`src/rtl/mmc_pkg.sv`:
```
/*
 * Constants, types and register map of the memory map and mode control unit.
 * Assumes a 10 MHz system bus clock and an 18-bit global address space.
 */
// Contract
// - Mode follows pin in reset, then register bit (code: mode bit reset to 0, tracks filtered pin 3 cycles after release)
// - Pin level captured into mode bit at release
// - Illegal mode write ignored, locks outside special
// - Secured device refuses every mode change
// - Map control: bit 0 visibility, rest zero
// - Visibility bit maps info sector at 0x400-0x47F
// - Normal single-chip: internal fetch, no external access
// - Special single-chip: debug controls CPU, no bus
// - Debug resources visible only in debug cycles
// - Active debug maps debug resources at 0xFF00-0xFFFF
// - Overlapped resources hidden during active debug
// - Debug resources also at 0xBF00 when page 0xFF
// - Page index selects 16 kB block at 0x8000
// - Page index writable by bus and far calls
// - Top 16 kB always maps fixed page
// - Debug reaches page registers, same expansion scheme
// - Debug page used only when enabled, commands
// - Fixed registers, hole and RAM regions
// - Flash ends at 0x3_FFFF, sized downward
// - Memory sizes fixed, not software changeable
// - CPU unimplemented access resets; debug access allowed
// - Page index resets to 0xFE
// - Active in run and wait, idle in stop
package mmc_pkg;
    // ----------------------------------------
    // Register map (index, byte address is 4x)
    // ----------------------------------------
    localparam logic [7:0] IDX_PAGE = 8'h30;
    localparam logic [7:0] IDX_MODE = 8'h32;
    localparam logic [7:0] IDX_MAPCTL = 8'h33;
    localparam logic [7:0] IDX_DBGPAGE = 8'h34;
    localparam int MODE_BIT = 7;
    localparam int IFR_BIT = 0;
    localparam logic [3:0] PAGE_RST = 4'hE;
    localparam logic [3:0] DBGPAGE_RST = 4'hE;
    localparam logic [3:0] PAGE_HI_ONES = 4'hF;
    localparam logic MODE_RST = 1'b0;
    localparam logic [1:0] STRAP_CYCLES = 2'h3;
    // ----------------------------------------
    // Global and local map
    // ----------------------------------------
    localparam logic [17:0] REG_TOP = 18'h003FF;
    localparam logic [17:0] IFR_LO = 18'h00400;
    localparam logic [17:0] IFR_HI = 18'h0047F;
    localparam logic [17:0] HOLE_HI = 18'h007FF;
    localparam logic [17:0] RAM_LO = 18'h00800;
    localparam logic [17:0] RAM_SIZE = 18'h00800;
    localparam logic [17:0] FLASH_SIZE = 18'h08000;
    localparam logic [18:0] FLASH_END = 19'h40000;
    localparam logic [17:0] FLASH_TOP = 18'h3FFFF;
    localparam logic [15:0] LOCAL_DIRECT_TOP = 16'h0FFF;
    localparam logic [3:0] PAGE_LOW = 4'hC;
    localparam logic [3:0] PAGE_MID = 4'hD;
    localparam logic [3:0] PAGE_TOP = 4'hF;
    localparam logic [7:0] DBG_HI_BYTE = 8'hFF;
    localparam logic [7:0] DBG_WIN_BYTE = 8'hBF;
    localparam logic [3:0] DBG_WIN_PAGE = 4'hF;

    typedef enum logic [2:0] {
        MMC_RG_REGS,
        MMC_RG_IFR,
        MMC_RG_RAM,
        MMC_RG_FLASH,
        MMC_RG_DEBUG,
        MMC_RG_UNIMPL
    } mmc_region_e;

    typedef struct packed {
        logic valid;
        logic write;
        logic [15:0] addr;
        logic fw_cmd;
        logic dbg_cycle;
    } mmc_req_s;

    typedef struct packed {
        logic valid;
        logic [17:0] gaddr;
        mmc_region_e region;
    } mmc_map_s;
endpackage

```
`src/rtl/mmc_map_ctrl.sv`:
```
/*
 * Memory map and mode control: mode strap and mode register, page index
 * registers, local-to-global expansion and region select for CPU and debug
 * masters, Avalon-MM register slave.
 * Assumes masters present one request per cycle and the bus master holds
 * a request until it sees waitrequest low.
 */
module mmc_map_ctrl (
    input wire logic i_clock,
    input wire logic i_rst_n,
    input wire logic [9:0] i_avs_address,
    input wire logic i_avs_read,
    input wire logic i_avs_write,
    input wire logic [31:0] i_avs_writedata,
    input wire logic [3:0] i_avs_byteenable,
    output logic [31:0] o_avs_readdata,
    output logic o_avs_waitrequest,
    input wire logic i_mode_pin,
    input wire logic i_secured,
    input wire logic i_stop,
    input wire logic i_dbg_active,
    input wire logic i_dbg_page_enable,
    input wire logic i_call_page_wr,
    input wire logic [7:0] i_call_page,
    input wire mmc_pkg::mmc_req_s i_cpu_req,
    input wire mmc_pkg::mmc_req_s i_dbg_req,
    output mmc_pkg::mmc_map_s o_cpu_map,
    output mmc_pkg::mmc_map_s o_dbg_map,
    output logic o_illegal_reset,
    output logic o_special_mode
);
    import mmc_pkg::*;

    // ----------------------------------------
    // Functions
    // ----------------------------------------
    function automatic logic [17:0] expand(input logic [15:0] la, input logic [3:0] pix);
        logic [3:0] page;
        page = pix;
        if (la <= LOCAL_DIRECT_TOP) begin
            return {2'b00, la};
        end
        case (la[15:14])
            2'b00: page = PAGE_LOW;
            2'b01: page = PAGE_MID;
            2'b10: page = pix;
            default: page = PAGE_TOP;
        endcase
        return {page, la[13:0]};
    endfunction

    function automatic logic dbg_hit(input logic [15:0] la, input logic [3:0] pix);
        return (la[15:8] == DBG_HI_BYTE) || (la[15:8] == DBG_WIN_BYTE && pix == DBG_WIN_PAGE);
    endfunction

    function automatic mmc_region_e region(input logic [17:0] ga, input logic ifr_on);
        if (ga <= REG_TOP) begin
            return MMC_RG_REGS;
        end else if (ga >= IFR_LO && ga <= IFR_HI) begin
            return ifr_on ? MMC_RG_IFR : MMC_RG_UNIMPL;
        end else if (ga <= HOLE_HI) begin
            return MMC_RG_UNIMPL;
        end else if (ga < RAM_LO + RAM_SIZE) begin
            return MMC_RG_RAM;
        end else if ({1'b0, ga} >= FLASH_END - {1'b0, FLASH_SIZE} && ga <= FLASH_TOP) begin
            return MMC_RG_FLASH;
        end
        return MMC_RG_UNIMPL;
    endfunction

    // ----------------------------------------
    // State
    // ----------------------------------------
    logic [3:0] page_reg;
    logic [3:0] dbgpage_reg;
    logic ifr_on_reg;
    logic mode_reg;
    logic lock_reg;
    logic pin_s1_reg;
    logic pin_s2_reg;
    logic pin_s3_reg;
    logic pin_filt_reg;
    logic [1:0] strap_cnt_reg;
    logic wait_reg;
    logic [31:0] rdata_reg;
    mmc_map_s cpu_map_reg;
    mmc_map_s dbg_map_reg;
    logic illegal_reg;
    logic bus_req;
    logic bus_acc;
    logic [7:0] bus_idx;
    logic bus_wr;
    logic strap_busy;
    logic mode_new;
    logic [3:0] cpu_pix;
    logic [3:0] dbg_pix;
    logic [17:0] cpu_ga;
    logic [17:0] dbg_ga;

    assign bus_req = i_avs_read || i_avs_write;
    assign bus_acc = bus_req && !wait_reg;
    assign bus_idx = i_avs_address[9:2];
    assign bus_wr = bus_acc && i_avs_write && i_avs_byteenable[0];
    assign strap_busy = strap_cnt_reg != 2'h0;
    assign mode_new = i_avs_writedata[MODE_BIT];

    // ----------------------------------------
    // Mode pin synchroniser and strap capture
    // ----------------------------------------
    // No reset here: the strap is tracked while reset is held
    always_ff @(posedge i_clock) begin
        pin_s1_reg <= i_mode_pin;
        pin_s2_reg <= pin_s1_reg;
        pin_s3_reg <= pin_s2_reg;
    end

    always_ff @(posedge i_clock) begin
        if (pin_s2_reg == pin_s3_reg) begin
            pin_filt_reg <= pin_s3_reg;
        end
    end

    always_ff @(posedge i_clock or negedge i_rst_n) begin
        if (!i_rst_n) begin
            strap_cnt_reg <= STRAP_CYCLES;
        end else if (strap_busy) begin
            strap_cnt_reg <= strap_cnt_reg - 2'h1;
        end
    end

    // ----------------------------------------
    // Mode register and write lock
    // ----------------------------------------
    always_ff @(posedge i_clock or negedge i_rst_n) begin
        if (!i_rst_n) begin
            mode_reg <= MODE_RST;
            lock_reg <= 1'b0;
        end else if (strap_busy) begin
            mode_reg <= pin_filt_reg;
        end else if (bus_wr && bus_idx == IDX_MODE && !lock_reg) begin
            if (i_secured) begin
                mode_reg <= mode_reg;
            end else if (mode_new == mode_reg || !mode_reg) begin
                mode_reg <= mode_new;
            end else begin
                lock_reg <= 1'b1;
            end
        end
    end

    // ----------------------------------------
    // Page index and map control registers
    // ----------------------------------------
    always_ff @(posedge i_clock or negedge i_rst_n) begin
        if (!i_rst_n) begin
            page_reg <= PAGE_RST;
        end else if (i_call_page_wr && !i_stop) begin
            page_reg <= i_call_page[3:0];
        end else if (bus_wr && bus_idx == IDX_PAGE) begin
            page_reg <= i_avs_writedata[3:0];
        end
    end

    always_ff @(posedge i_clock or negedge i_rst_n) begin
        if (!i_rst_n) begin
            dbgpage_reg <= DBGPAGE_RST;
            ifr_on_reg <= 1'b0;
        end else if (bus_wr && bus_idx == IDX_DBGPAGE) begin
            dbgpage_reg <= i_avs_writedata[3:0];
        end else if (bus_wr && bus_idx == IDX_MAPCTL) begin
            ifr_on_reg <= i_avs_writedata[IFR_BIT];
        end
    end

    // ----------------------------------------
    // Avalon-MM slave
    // ----------------------------------------
    always_ff @(posedge i_clock or negedge i_rst_n) begin
        if (!i_rst_n) begin
            wait_reg <= 1'b1;
        end else if (bus_req && wait_reg && !i_stop) begin
            wait_reg <= 1'b0;
        end else begin
            wait_reg <= 1'b1;
        end
    end

    always_ff @(posedge i_clock or negedge i_rst_n) begin
        if (!i_rst_n) begin
            rdata_reg <= 32'h0;
        end else if (i_avs_read && wait_reg) begin
            if (bus_idx == IDX_PAGE) begin
                rdata_reg <= {24'h0, PAGE_HI_ONES, page_reg};
            end else if (bus_idx == IDX_MODE) begin
                rdata_reg <= {24'h0, mode_reg, 7'h0};
            end else if (bus_idx == IDX_MAPCTL) begin
                rdata_reg <= {31'h0, ifr_on_reg};
            end else if (bus_idx == IDX_DBGPAGE) begin
                rdata_reg <= {28'h0, dbgpage_reg};
            end else begin
                rdata_reg <= 32'h0;
            end
        end
    end

    // ----------------------------------------
    // Address expansion and region select
    // ----------------------------------------
    // Debug page only for enabled firmware or hardware commands
    assign cpu_pix = (i_dbg_page_enable && i_cpu_req.fw_cmd) ? dbgpage_reg : page_reg;
    assign dbg_pix = i_dbg_page_enable ? dbgpage_reg : page_reg;
    assign cpu_ga = expand(i_cpu_req.addr, cpu_pix);
    assign dbg_ga = expand(i_dbg_req.addr, dbg_pix);

    always_ff @(posedge i_clock or negedge i_rst_n) begin
        if (!i_rst_n) begin
            cpu_map_reg <= '0;
            illegal_reg <= 1'b0;
        end else if (i_stop) begin
            cpu_map_reg.valid <= 1'b0;
            illegal_reg <= 1'b0;
        end else begin
            cpu_map_reg.valid <= i_cpu_req.valid;
            cpu_map_reg.gaddr <= cpu_ga;
            illegal_reg <= 1'b0;
            if (i_dbg_active && i_cpu_req.dbg_cycle && dbg_hit(i_cpu_req.addr, cpu_pix)) begin
                cpu_map_reg.region <= MMC_RG_DEBUG;
            end else begin
                cpu_map_reg.region <= region(cpu_ga, ifr_on_reg);
                // Internal memory only; unimplemented CPU access resets unless it is a firmware command
                illegal_reg <= i_cpu_req.valid && !i_cpu_req.fw_cmd
                    && region(cpu_ga, ifr_on_reg) == MMC_RG_UNIMPL;
            end
        end
    end

    always_ff @(posedge i_clock or negedge i_rst_n) begin
        if (!i_rst_n) begin
            dbg_map_reg <= '0;
        end else if (i_stop) begin
            dbg_map_reg.valid <= 1'b0;
        end else begin
            dbg_map_reg.valid <= i_dbg_req.valid;
            dbg_map_reg.gaddr <= dbg_ga;
            if (i_dbg_active && i_dbg_req.dbg_cycle && dbg_hit(i_dbg_req.addr, dbg_pix)) begin
                dbg_map_reg.region <= MMC_RG_DEBUG;
            end else begin
                dbg_map_reg.region <= region(dbg_ga, ifr_on_reg);
            end
        end
    end

    assign o_avs_waitrequest = wait_reg;
    assign o_avs_readdata = rdata_reg;
    assign o_cpu_map = cpu_map_reg;
    assign o_dbg_map = dbg_map_reg;
    assign o_illegal_reset = illegal_reg;
    assign o_special_mode = !mode_reg;
endmodule // mmc_map_ctrl

```
`config.mk`:
```
export PLATFORM = sky130hd
export DESIGN_NAME = mmc_map_ctrl
export DESIGN_NICKNAME = d
export VERILOG_FILES = /design/src/rtl/mmc_pkg.sv /design/src/rtl/mmc_map_ctrl.sv
export SDC_FILE = /design/constraint.sdc
export NUM_CORES = 1
export LEC_CHECK = 0
export ABC_AREA = 1
export BUFFER_PORTS_ARGS = -buffer_cell sky130_fd_sc_hd__buf_2
export CAP_MARGIN = 40
export CORE_UTILIZATION = 41
export CTS_CLUSTER_DIAMETER = 100
export DETAILED_ROUTE_END_ITERATION = 10
export GPL_TIMING_DRIVEN = 0
export PLACE_DENSITY = 0.85
export SLEW_MARGIN = 20
export SYNTH_ARGS = -nofsm -noshare
export SYNTH_HDL_FRONTEND = slang
export SYNTH_SLANG_ARGS = --single-unit
```
`constraint.sdc`:
```
create_clock -name i_clock -period 1.2 [get_ports i_clock]
set_input_delay 0.12 -clock i_clock [delete_from_list [all_inputs] [get_ports i_clock]]
set_output_delay 0.12 -clock i_clock [all_outputs]
set_load 0.01 [all_outputs]
```
==> flow_summary.toml <==
[sta]
finalMaxSlewViolations = 0
fin_skew_ps = 8.20
finalSetupViolCount = 10
fin_crit_ps = 1400
post-route-period-util_pct = 117
finalHoldViolCount = 0
hold_slack_ps = 2.72
max_slew_margin_pct = 59.9
timing.final.ws_setup_ps = -199
tns_ps = -1130
rsz0062_at_grt = "yes"
worstMarginPinSlew_ps = 601
fmax_ghz = 0.715

[synthesis]
syn_area_per_cell_um2 = 7.74
ys.warnings.count = 0
syn_inst = 452
yosys_register_bits = 69
seq_area_frac_synth_pct = 49.4
syn-cell-area_um2 = 3500
synth_cell_types = 32
synth-async-reset-ratio_pct = 94.2
ys.flop_type = "dfrtp_1"
synth_edf_count = 1

[grt]
globalRouteMet2Util_pct = 38.4
grt.total_usage_pct = 22.6
globalRouteMet3Util_pct = 6.44
grt_pass1_vias = 3473
grt_max_degree = 34
busiest_layer = "met2"
grt_pass1_wl_um = 15400
antenna_found_initial = 0
grt_util_met1_pct = 26.3
gr-total-overflow = 0

[worst_setup_path]
required_ps = 1440
arrival_ps = 1640
critPathLaunchType = "register"
endpoint_kind = "register"
critPathKind = "reg2reg"
critPathMaxFanout = 4

[outcome]
failed_checks = "setup timing"
status = "complete, but fails checks"

[cts]
clock_latency_ps = 360
path_clk_slew_ps = 70
cts.sinks = 69
cts_tree = "built"
clockBufferDepth = 2
h-tree-depth = 3
clock-root-buffer = "clkbuf_8"
cts-buffers-inserted = 9

[finish]
antenna_cells = 0
final_nets = 760
area_growth_pct = 47.5
layout_common_cells = "nand2_1, buf_2, dfrtp_1, buf_4, nor2_1"
fin_area_um2 = 5160
final_common_cell = "nand2_1"
postLayoutCoreUtil_pct = 62.8
drive_gt1_share_pct = 37.7

[floorplan]
die_x_um = 94.4
top_level_ports = 183
core-area_um2 = 8220
die_h_um = 94.4
rows = 33
die_area_um2 = 8910
initial_utilization_pct = 42.6

[min_path]
worst_hold_path_type = "in2reg"

[route]
wl_um = 9680
avgViaCountPerCell = 4.78
first_pass_iters = 6
drc = 0
ant_nets = 0
wl_per_cell_um = 12.6
first_iter_violations = 204
vias = 3660

[placed_design]
placed_area_um2 = 4340
gp_routability_congestion = 0.863
pre_cts_ws_ps = -192
port_buffers = 118
dpl.hpwl_um = 6830

[flow_run]
max-cap-violations = 0

[pwr]
leakage_uw = 0.00277
pwr_density_cell_nw_per_um2 = 1160
ir_drop_mv = 0.658
[synthesized netlist by cell type (2+ instances only)]
cell	instances	share of area [%]
o211ai_1	2	0.43
o21ai_0	19	2.7
clkbuf_1	8	0.86
dfrtp_1	56	40
nand3_2	5	1.4
nor2_1	40	4.3
a31oi_1	9	1.6
nor3_1	3	0.43
dfstp_2	9	6.8
a21oi_1	8	1.1
buf_2	2	0.29
nand3_1	26	3.7
nand2_1	173	19
dfxtp_1	3	1.7
xnor2_1	2	0.50
nor2_2	5	0.89
buf_4	27	5.8
inv_1	36	3.9
o21ai_1	2	0.29
nand4_1	5	0.89
[power by group]
group / total [uW] / internal, uW / switching [uW] / leakage [uW]
Sequential: 2670 / 2540 / 125 / 0.000805
Combinational: 1270 / 569 / 697 / 0.00186
Clock: 2070 / 1160 / 913 / 0.000105
[layer usage]
layer / part of all wire (%) / vias to the layer above
met5: 0 / -
met4: 2.5 / 0
met3: 6.9 / 27
met2: 50 / 157
met1: 41 / 1691
li1: - / 1785
[path summary, 6_finish.rpt]
check	from	end	slack, ps	cells past startpoint
setup / recovery	page_reg[2]$_DFFE_PN1P_	o_dbg_map[2]$_DFFE_PN0N_	-200	9
hold / removal	i_avs_writedata[0]	dbgpage_reg[0]$_DFFE_PN0P_	3	3
setup reg to reg	page_reg[2]$_DFFE_PN1P_	o_dbg_map[2]$_DFFE_PN0N_	-200	9
hold reg to reg	pin_s1_reg$_DFF_P_	pin_s2_reg$_DFF_P_	330	0
max in group asynchronous	i_rst_n	o_avs_waitrequest$_DFF_PN1_	370	3
min in group asynchronous	i_rst_n	o_dbg_map[15]$_DFFE_PN0N_	240	2
[what timing repair did]
item	CTS	global route
endpoints found under the setup margin	16	19
setup buffers	11	6
hold endpoints to repair	56	0
hold buffers	33	0
resized for setup	24	28
pin swaps	12	18
[cell type report]
type	count	area [um2]
timing repair buffer	169	1080
clock buffer	9	124
sequential	69	1730
buffer	37	243
clock inverter	7	90.1
fill	713	3060
inverter	37	144
multi-input combinational	332	1620
tap	105	131
[cells by family (layout without fill, tap and decap cells)]
family                     after synthesis  count (layout)  synth area share, %
buffers and inverters                   74             259                 10.9
adders and majority gates                1               1                0.358
muxes                                    1               1                0.322
AOI/OAI and AO/OA                       41              41                 6.40
and+or+nand+nor                        263             263                 32.0
DFF                                     69              69                 49.4
other                                    1              24                0.107
xor gates and xnor gates                 2               2                0.501
[worst max-delay path: stages, from the launching register on]
cell     delay, ps
dfstp_2        580
nand2_1         70
nand2_1         70
nor2_1          50
nor2_2         130
nand3_1         90
nand2_1        100
nand3_2         60
nand2_1         70
nand2_1         60
[per-stage QoR]
stage	cells	total power, uW
2_1_floorplan	475	3280
3_5_place_dp	699	3770
4_1_cts	759	5970
5_1_grt	765	6300
6_report	765	6000
3_3_place_gp	698	3720
(Power assumes the default switching activity.)
